$ cat config.mk
export PLATFORM = sky130hd
export DESIGN_NAME = pms_mgmt_slave
export DESIGN_NICKNAME = d
export VERILOG_FILES = /design/src/rtl/pms_pkg.sv /design/src/rtl/pms_reg_if.sv /design/src/rtl/pms_mgmt_slave.sv /design/src/rtl/pms_sync.sv /design/src/rtl/pms_regfile.sv
export VERILOG_INCLUDE_DIRS = /design/src /design/src/rtl
export SDC_FILE = /design/constraint.sdc
export NUM_CORES = 1
export LEC_CHECK = 0
export BUFFER_PORTS_ARGS = -buffer_cell sky130_fd_sc_hd__buf_2
export CORE_MARGIN = 2
export CORE_UTILIZATION = 46
export CTS_BUF_LIST = sky130_fd_sc_hd__clkbuf_2 sky130_fd_sc_hd__clkbuf_4 sky130_fd_sc_hd__clkbuf_8
export DETAILED_ROUTE_END_ITERATION = 12
export GPL_ROUTABILITY_DRIVEN = 1
export PLACE_DENSITY = 0.64
export SYNTH_ARGS = -nofsm -noshare
export SYNTH_HDL_FRONTEND = slang
export SYNTH_SLANG_ARGS = --single-unit
$ cat constraint.sdc
create_clock -name clk_in -period 30.1 [get_ports clk_in]
set_input_delay 6.02 -clock clk_in [delete_from_list [all_inputs] [get_ports clk_in]]
set_output_delay 6.02 -clock clk_in [all_outputs]
set_load 0.05 [all_outputs]
$ cat src/rtl/pms_cfg.svh
// constants of the management serial slave: field widths, codes, counts
`ifndef PMS_CFG_SVH
`define PMS_CFG_SVH

// ==========================================================
// frame fields
`define PMS_ADDR_W        5
`define PMS_DATA_W        16
`define PMS_REG_COUNT     32
`define PMS_OP_W          2
`define PMS_OP_READ       2'h2
`define PMS_OP_WRITE      2'h1
`define PMS_START_LAST    1'h1
`define PMS_TA_ZERO       1'h0

// ==========================================================
// bit counts, expressed as last index of a 5-bit counter
`define PMS_CNT_W         5
`define PMS_OP_LAST       5'h01
`define PMS_ADDR_LAST     5'h09
`define PMS_TA_LAST       5'h01
`define PMS_DATA_LAST     5'h0f
`define PMS_SKIP_LAST     5'h11

// ==========================================================
// timing
`define PMS_CLK_HZ        10000000
`define PMS_MDC_MAX_HZ    25000000
`define PMS_STRAP_SETTLE  2'h3
`define PMS_REG_RESET     16'h0000

`endif

$ cat src/rtl/pms_pkg.sv
// types shared by the management serial slave modules
package pms_pkg;
  // frame decoder states
  typedef enum logic [2:0] {
    PMS_S_IDLE,
    PMS_S_START,
    PMS_S_OP,
    PMS_S_ADDR,
    PMS_S_TA,
    PMS_S_DATA,
    PMS_S_SKIP
  } pms_state_type;
endpackage

$ cat src/rtl/pms_reg_if.sv
// register store access between the frame decoder and the register array
`include "pms_cfg.svh"
interface pms_reg_if;
  logic [`PMS_ADDR_W-1:0] rd_addr;
  logic [`PMS_DATA_W-1:0] rd_data;
  logic                   wr_en;
  logic [`PMS_ADDR_W-1:0] wr_addr;
  logic [`PMS_DATA_W-1:0] wr_data;

  modport decoder (output rd_addr, input rd_data, output wr_en, output wr_addr,
                   output wr_data);
  modport store   (input rd_addr, output rd_data, input wr_en, input wr_addr,
                   input wr_data);
endinterface

$ cat src/rtl/pms_mgmt_slave.sv
// serial management slave: frame decoder, read driver, write path, strap latch
//
// Function
// - station makes the management clock, at most 25 MHz; this slave needs each mdc phase to span three system clocks.
// - stopped management clock while idle is harmless; decoding resumes on restart.
// - data line is sampled on the management clock rising edge.
// - line undriven during idle and undriven turnaround bits.
// - only frames whose device address matches our own are acted on.
// - bus address captured from straps at power-up reset, held until next.
// - register address field selects one of 32 sixteen-bit registers directly.
// - frame recognised only on start code 01 after idle high.
// - field order idle, start, opcode, addresses, turnaround, data; read opcode 10.
// - nobody drives the first turnaround bit of a read.
// - on our read: drive zero on second turnaround, 16 data bits, release.
// - data field is read response, or loaded into addressed register on write.
`include "pms_cfg.svh"
module pms_mgmt_slave
  import pms_pkg::*;
(
  // clock and reset
  input  wire logic                   clk_in,
  input  wire logic                   sys_rst_in,
  // management pins
  input  wire logic                   mdc_in,
  input  wire logic                   mdio_in,
  output logic                        mdio_out,
  output logic                        mdio_oe_out,
  // address straps
  input  wire logic [`PMS_ADDR_W-1:0] bus_address_strap_in,
  output logic      [`PMS_ADDR_W-1:0] bus_address_out,
  // write notification
  output logic                        wr_strobe_out,
  output logic      [`PMS_ADDR_W-1:0] wr_addr_out,
  output logic      [`PMS_DATA_W-1:0] wr_data_out
);
  // limitation: each mdc phase must span three system clocks; fast mdc is missed

  // ==========================================================
  // synchronised pins
  logic                   mdc_s;
  logic                   mdio_s;
  logic [`PMS_ADDR_W-1:0] strap_s;

  pms_sync #(.W(2)) u_sync_mgmt (
    .clk_in     (clk_in),
    .sys_rst_in (sys_rst_in),
    .async_in   ({mdc_in, mdio_in}),
    .sync_out   ({mdc_s, mdio_s})
  );

  pms_sync #(.W(`PMS_ADDR_W)) u_sync_strap (
    .clk_in     (clk_in),
    .sys_rst_in (sys_rst_in),
    .async_in   (bus_address_strap_in),
    .sync_out   (strap_s)
  );

  pms_reg_if regs ();

  pms_regfile u_regfile (
    .clk_in     (clk_in),
    .sys_rst_in (sys_rst_in),
    .regs       (regs)
  );

  // ==========================================================
  // state
  pms_state_type          state_r,    state_nxt;
  logic                   mdc_d_r,    mdc_d_nxt;
  logic                   idle_hi_r,  idle_hi_nxt;
  logic [`PMS_CNT_W-1:0]  cnt_r,      cnt_nxt;
  logic [`PMS_OP_W-1:0]   op_r,       op_nxt;
  logic [9:0]             addr_r,     addr_nxt;
  logic [`PMS_DATA_W-1:0] sh_r,       sh_nxt;
  logic                   rd_r,       rd_nxt;
  logic                   oe_r,       oe_nxt;
  logic                   dout_r,     dout_nxt;
  logic                   wr_r,       wr_nxt;
  logic [`PMS_ADDR_W-1:0] wra_r,      wra_nxt;
  logic [`PMS_DATA_W-1:0] wrd_r,      wrd_nxt;
  logic [`PMS_ADDR_W-1:0] myaddr_r,   myaddr_nxt;
  logic [1:0]             settle_r,   settle_nxt;
  logic                   captured_r, captured_nxt;
  logic                   mdc_rise;
  logic                   mine;

  // rising edge of the sampled management clock; no timeout, so a stopped
  // clock simply freezes the decoder until edges return
  assign mdc_rise = mdc_s & ~mdc_d_r;
  // device address field sits in the upper five bits of addr_r
  assign mine     = (addr_r[9:5] == myaddr_r);

  // register array: address field used directly as the index
  assign regs.rd_addr = addr_r[`PMS_ADDR_W-1:0];
  assign regs.wr_en   = wr_r;
  assign regs.wr_addr = wra_r;
  assign regs.wr_data = wrd_r;

  // ==========================================================
  // strap capture: wait for the synchroniser to fill after release, then
  // latch once; the station stays quiet meanwhile, so no frame is lost
  always_comb begin
    settle_nxt   = settle_r;
    captured_nxt = captured_r;
    myaddr_nxt   = myaddr_r;
    if (!captured_r) begin
      if (settle_r == `PMS_STRAP_SETTLE) begin
        captured_nxt = 1'b1;
        myaddr_nxt   = strap_s;
      end else begin
        settle_nxt = settle_r + 2'h1;
      end
    end
  end

  always_ff @(posedge clk_in or posedge sys_rst_in) begin
    if (sys_rst_in) begin
      settle_r   <= 2'h0;
      captured_r <= 1'b0;
      myaddr_r   <= '0;
    end else begin
      settle_r   <= settle_nxt;
      captured_r <= captured_nxt;
      myaddr_r   <= myaddr_nxt;
    end
  end

  // ==========================================================
  // frame decoder; every step happens on a sampled rising edge only
  always_comb begin
    state_nxt   = state_r;
    mdc_d_nxt   = mdc_s;
    idle_hi_nxt = idle_hi_r;
    cnt_nxt     = cnt_r;
    op_nxt      = op_r;
    addr_nxt    = addr_r;
    sh_nxt      = sh_r;
    rd_nxt      = rd_r;
    oe_nxt      = oe_r;
    dout_nxt    = dout_r;
    wr_nxt      = 1'b0;
    wra_nxt     = wra_r;
    wrd_nxt     = wrd_r;
    if (mdc_rise && captured_r) begin
      cnt_nxt = cnt_r + 5'h01;
      case (state_r)
        PMS_S_IDLE: begin
          oe_nxt      = 1'b0;
          idle_hi_nxt = mdio_s;
          if (idle_hi_r && !mdio_s) begin
            state_nxt = PMS_S_START;
          end
        end
        PMS_S_START: begin
          cnt_nxt     = '0;
          idle_hi_nxt = mdio_s;
          state_nxt   = (mdio_s == `PMS_START_LAST) ? PMS_S_OP : PMS_S_IDLE;
        end
        PMS_S_OP: begin
          op_nxt = {op_r[0], mdio_s};
          if (cnt_r == `PMS_OP_LAST) begin
            cnt_nxt   = '0;
            state_nxt = PMS_S_ADDR;
          end
        end
        PMS_S_ADDR: begin
          addr_nxt = {addr_r[8:0], mdio_s};
          if (cnt_r == `PMS_ADDR_LAST) begin
            cnt_nxt = '0;
            rd_nxt  = (op_r == `PMS_OP_READ);
            // a foreign address or unknown opcode is skipped silently
            if (addr_r[8:4] == myaddr_r &&
                (op_r == `PMS_OP_READ || op_r == `PMS_OP_WRITE)) begin
              state_nxt = PMS_S_TA;
            end else begin
              state_nxt = PMS_S_SKIP;
            end
          end
        end
        PMS_S_TA: begin
          // this edge samples the first turnaround bit; we drive only after it
          if (cnt_r == '0) begin
            if (rd_r) begin
              oe_nxt   = 1'b1;
              dout_nxt = `PMS_TA_ZERO;
              sh_nxt   = regs.rd_data;
            end
          end else begin
            cnt_nxt   = '0;
            state_nxt = PMS_S_DATA;
            if (rd_r) begin
              dout_nxt = sh_r[`PMS_DATA_W-1];
              sh_nxt   = {sh_r[`PMS_DATA_W-2:0], 1'b0};
            end
          end
        end
        PMS_S_DATA: begin
          if (rd_r) begin
            dout_nxt = sh_r[`PMS_DATA_W-1];
            sh_nxt   = {sh_r[`PMS_DATA_W-2:0], 1'b0};
            if (cnt_r == `PMS_DATA_LAST) begin
              oe_nxt   = 1'b0;
              dout_nxt = 1'b0;
            end
          end else begin
            oe_nxt = 1'b0;
            sh_nxt = {sh_r[`PMS_DATA_W-2:0], mdio_s};
          end
          if (cnt_r == `PMS_DATA_LAST) begin
            state_nxt   = PMS_S_IDLE;
            idle_hi_nxt = 1'b0;
            if (!rd_r) begin
              wr_nxt  = 1'b1;
              wra_nxt = addr_r[`PMS_ADDR_W-1:0];
              wrd_nxt = {sh_r[`PMS_DATA_W-2:0], mdio_s};
            end
          end
        end
        PMS_S_SKIP: begin
          oe_nxt = 1'b0;
          if (cnt_r == `PMS_SKIP_LAST) begin
            state_nxt   = PMS_S_IDLE;
            idle_hi_nxt = 1'b0;
          end
        end
        default: begin
          state_nxt = PMS_S_IDLE;
          oe_nxt    = 1'b0;
        end
      endcase
    end
  end

  always_ff @(posedge clk_in or posedge sys_rst_in) begin
    if (sys_rst_in) begin
      state_r   <= PMS_S_IDLE;
      mdc_d_r   <= 1'b1;
      idle_hi_r <= 1'b0;
      cnt_r     <= '0;
      op_r      <= '0;
      addr_r    <= '0;
      sh_r      <= '0;
      rd_r      <= 1'b0;
      oe_r      <= 1'b0;
      dout_r    <= 1'b0;
      wr_r      <= 1'b0;
      wra_r     <= '0;
      wrd_r     <= '0;
    end else begin
      state_r   <= state_nxt;
      mdc_d_r   <= mdc_d_nxt;
      idle_hi_r <= idle_hi_nxt;
      cnt_r     <= cnt_nxt;
      op_r      <= op_nxt;
      addr_r    <= addr_nxt;
      sh_r      <= sh_nxt;
      rd_r      <= rd_nxt;
      oe_r      <= oe_nxt;
      dout_r    <= dout_nxt;
      wr_r      <= wr_nxt;
      wra_r     <= wra_nxt;
      wrd_r     <= wrd_nxt;
    end
  end

  // ==========================================================
  // outputs straight from flops; the pad resolves the pulled-up wire
  assign mdio_out        = dout_r;
  assign mdio_oe_out     = oe_r;
  assign bus_address_out = myaddr_r;
  assign wr_strobe_out   = wr_r;
  assign wr_addr_out     = wra_r;
  assign wr_data_out     = wrd_r;

  // ==========================================================
  // helper: management rising edges counted while we drive
  logic [`PMS_CNT_W:0] drv_bits_r;
  always_ff @(posedge clk_in or posedge sys_rst_in) begin
    if (sys_rst_in) begin
      drv_bits_r <= '0;
    end else if (!oe_r) begin
      drv_bits_r <= '0;
    end else if (mdc_rise) begin
      drv_bits_r <= drv_bits_r + 6'h01;
    end
  end
endmodule

$ cat src/rtl/pms_sync.sv
// two-stage synchroniser for pins entering the system clock domain
module pms_sync #(
  parameter int W = 1
) (
  // clock and reset
  input  wire logic         clk_in,
  input  wire logic         sys_rst_in,
  // pin side and synchronised side
  input  wire logic [W-1:0] async_in,
  output logic      [W-1:0] sync_out
);
  logic [W-1:0] meta_r;

  // ==========================================================
  // sync chain: first stage is read only by the second
  always_ff @(posedge clk_in or posedge sys_rst_in) begin
    if (sys_rst_in) begin
      meta_r   <= '1;
      sync_out <= '1;
    end else begin
      meta_r   <= async_in;
      sync_out <= meta_r;
    end
  end
endmodule

$ cat src/rtl/pms_regfile.sv
// 32 x 16-bit register array behind the management frame decoder
`include "pms_cfg.svh"
module pms_regfile (
  // clock and reset
  input  wire logic clk_in,
  input  wire logic sys_rst_in,
  // decoder access
  pms_reg_if.store  regs
);
  logic [`PMS_DATA_W-1:0] mem_r [`PMS_REG_COUNT];

  // ==========================================================
  // combinational read, so read data is ready on the same bit edge
  assign regs.rd_data = mem_r[regs.rd_addr];

  // ==========================================================
  // write port: whole 16-bit word loaded at once
  always_ff @(posedge clk_in or posedge sys_rst_in) begin
    if (sys_rst_in) begin
      for (int i = 0; i < `PMS_REG_COUNT; i++) begin
        mem_r[i] <= `PMS_REG_RESET;
      end
    end else if (regs.wr_en) begin
      mem_r[regs.wr_addr] <= regs.wr_data;
    end
  end
endmodule

==> metrics.csv <==
stage;metric;value;unit
yosys;synth_most_common_cell;dfrtp_1;
yosys;synth_flop_cell;dfrtp_1;
yosys;synthesis.yosys.warnings;0;
die;fp.dieH;245.9;µm
cts;ctsResizeCount;0;
yosys;synth_top_cell_by_area;dfrtp_1;
final_layout;drive_above_1_share;51.51;%
sta;fin_crit_sh;27.60;%
sta;fmax;120.4;MHz
sta;hold_violations;0;
worst_hold_path;hold_path_depth;0;
cts;clk-insertion-delay-late;0.68;ns
yosys;synthCells;1735;
global_route;grt_pass1_wl;101600;µm
sta;min_period;8.307;ns
detailed_routing;routed_wl;65020;µm
cts;cts.sinks;596;
worst_setup_path;cp_cell_sequence;buf_2;
sta;fin_skew;0.02003;ns
global_route;top_usage_layer;met2;
power_and_ir_drop;peakVddDrop;0.04846;mV
detailed_routing;wl_per_cell;24.86;µm
yosys;synth_top_area_share;54.02;%
final_layout;fin_area;29870;µm²
detailed_routing;drc;0;
global_route;grt_max_degree;187;
sta;tightestPinTransition;1.262;ns
cts;cts_buffer_depth;3;
worst_setup_path;cp.arrival;2.29;ns
worst_setup_path;required;24.08;ns
outcome;status;finished, final reports clean;
die;rows;88;
yosys;ys_async_sr_fraction;100.0;%
sta;rsz0062_at_grt;false;
power_and_ir_drop;finalPower;1859;µW
die;start_util;46.56;%
die;num_io_pins;38;
final_layout;nFillCells;4812;
yosys;syn_area;26910;µm²
worst_hold_path;hold_path_class;register to register;
yosys;ys_top_cells_by_count;dfrtp_1 (581), mux2_2 (510), mux4_2 (130);
detailed_routing;drt-initial-drc-count;990;
worst_setup_path;cp_top_family;flip-flops;
global_route;antenna_found_initial;1;
cts;cts-root-buf;clkbuf_8;
final_layout;area_growth;11.00;%
placement;placed_area;27750;µm²
cts;cts_buffers;98;
final_layout;layout.nets;1786;
placement;io_buffers;37;
die;die_w;245.9;µm
detailed_routing;ant_nets;0;
worst_setup_path;cp-start-kind;register;
worst_setup_path;crit_cells;1;
yosys;avgSynthCellArea;15.51;µm²
die;die_area;60460;µm²
global_route;grt_util_met3;3.460;%
detailed_routing;routed_via_density;5.846;
global_route;grt_pass1_vias;16306;
global_route;use_met1;29.60;%
yosys;synth_edf_count;0;
sta;setup_viol;0;
worst_setup_path;cp_max_fo;34;
sta;max_slew_margin;15.85;%
detailed_routing;first_pass_iters;5;
power_and_ir_drop;leakage;0.01418;µW
placement;place.gp.congestion;0.7822;
yosys;ys_ff_latch;596;
yosys;syn-num-nets;1749;
cts;postCtsSetupRepairBufs;0;
worst_setup_path;critPathSlowestCell;dfrtp_1;
sta;setup_tns;0;ns
global_route;grt_overflow_total;0;
global_route;met2_usage;37.27;%
power_and_ir_drop;p_per_area;62.23;nW/µm²
worst_setup_path;crit_buf_inv;1;
worst_setup_path;crit_type;register to output pin;
cts;cts.hold.buffers_added;0;
worst_setup_path;rr_worst_depth;7;
yosys;synthTopCellsByArea;dfrtp_1 (54%), mux2_2 (21%), mux4_2 (11%), mux2_1 (1.8%), dfstp_2 (1.5%);
sta;setup_ws;21.79;ns
worst_setup_path;cp-end-kind;output pin;
die;core-area;57810;µm²
cts;path_clk_slew;0.06;ns
cts;cts.htree.levels;3;
worst_setup_path;slowest_delay;1.18;ns
yosys;synth_cell_types;57;
detailed_routing;via_count;15293;
placement;pre_cts_ws;22.30;ns
placement;hpwl;37910;µm
global_route;grt_use_total;22.27;%
run;maxCapViolCount;0;
cts;cts_tree;done;
sta;hold_ws;0.3512;ns
yosys;yosysSeqAreaShare;55.49;%
sta;drv_slew;0;
-- final cells by class --
cell class	instances	area, µm²	share of cell area [%]
Antenna cell	1	2.502	0.008377
Sequential cell	596	14940	50.02
Inverter	7	33.78	0.1131
Timing Repair Buffer	85	583.1	1.952
Tap cell	765	957.2	3.204
Clock inverter	20	130.1	0.4356
Clock buffer	158	1987	6.651
Multi-Input combinational cell	984	11240	37.62
-- per-layer routing --
metal  vias to the layer above  wire length [µm]
met3                       108              2533
met5                         -                 0
met2                       302             32470
li1                       6535                 -
met1                      8348             28320
met4                         0              1704
-- flip-flops by register name, summed over array words and instances (netlist names), 5 cells and up --
register               cells
sh_r                      16
wr_addr_out                5
bus_address_out            5
wr_data_out               16
u_sync_strap.meta_r        5
u_sync_strap.sync_out      5
addr_r                     9
cnt_r                      5
u_regfile.mem_r          512
-- cells in the final DEF, fill, tap and decap left out, types with 6 or more instances in the layout --
master	count
inv_1	6
mux2_2	510
a22oi_1	8
a211oi_1	23
a2111oi_0	6
buf_2	37
nor3_1	14
dfrtp_1	578
o22ai_1	14
nor2_1	28
mux2i_1	29
dfstp_2	15
buf_4	45
mux4_2	130
nand2_1	40
nor2b_1	14
nand4_1	6
nand3_1	7
a22o_1	9
nand3b_1	7
clkbuf_4	30
clkbuf_8	128
mux2_1	44
clkinv_2	17
nor2_2	12
xor2_1	9
-- report_power, final --
group          total, µW  leakage (µW)  switching (µW)  internal [µW]
sequential           871       0.00822            49.7            821
combinational        240       0.00482             143           96.2
clock                748       0.00114             323            425
total               1860        0.0142             516           1340
-- worst reg2reg max path, cell delays in order (launching register included) --
cell and delay, ns:
dfrtp_4 1.03, buf_4 0.98, buf_4 0.77, mux4_2 0.58
mux2i_1 0.36, nor2b_1 0.10, a2111oi_0 0.44, nor3_1 0.10
-- stage by stage --
step,utilization (%),std cells
global route,51.68,2616
global placement,48.01,2437
detailed placement,48.01,2437
finish,51.68,2616
CTS,51.68,2615
floorplan,-,1735
-- cell families after synthesis --
kind of cell / Yosys count / share of synthesized area (%)
AOI/OAI and AO/OA: 93 / 2.724
xor gates and xnor gates: 11 / 0.3580
adders and majority gates: 5 / 0.2325
buffers and inverters: 155 / 2.831
DFF: 596 / 55.49
muxes: 713 / 35.14
and+or+nand+nor: 162 / 3.231
-- worst paths after layout --
check	startpoint	to	slack, ns
worst min register to register	u_sync_mgmt.meta_r[0]	u_sync_mgmt.sync_out[0]	0.35
min in group asynchronous	sys_rst_in	wr_data_out[13]	5.48
max in group asynchronous	sys_rst_in	u_regfile.mem_r[387]	23.01
worst max-delay path	wr_data_out[1]	wr_data_out[1]	21.79
worst min-delay path	u_sync_mgmt.meta_r[0]	u_sync_mgmt.sync_out[0]	0.35
worst max register to register	addr_r[0]	sh_r[5]	25.60
Note: power is estimated with default switching activity, not from simulation.
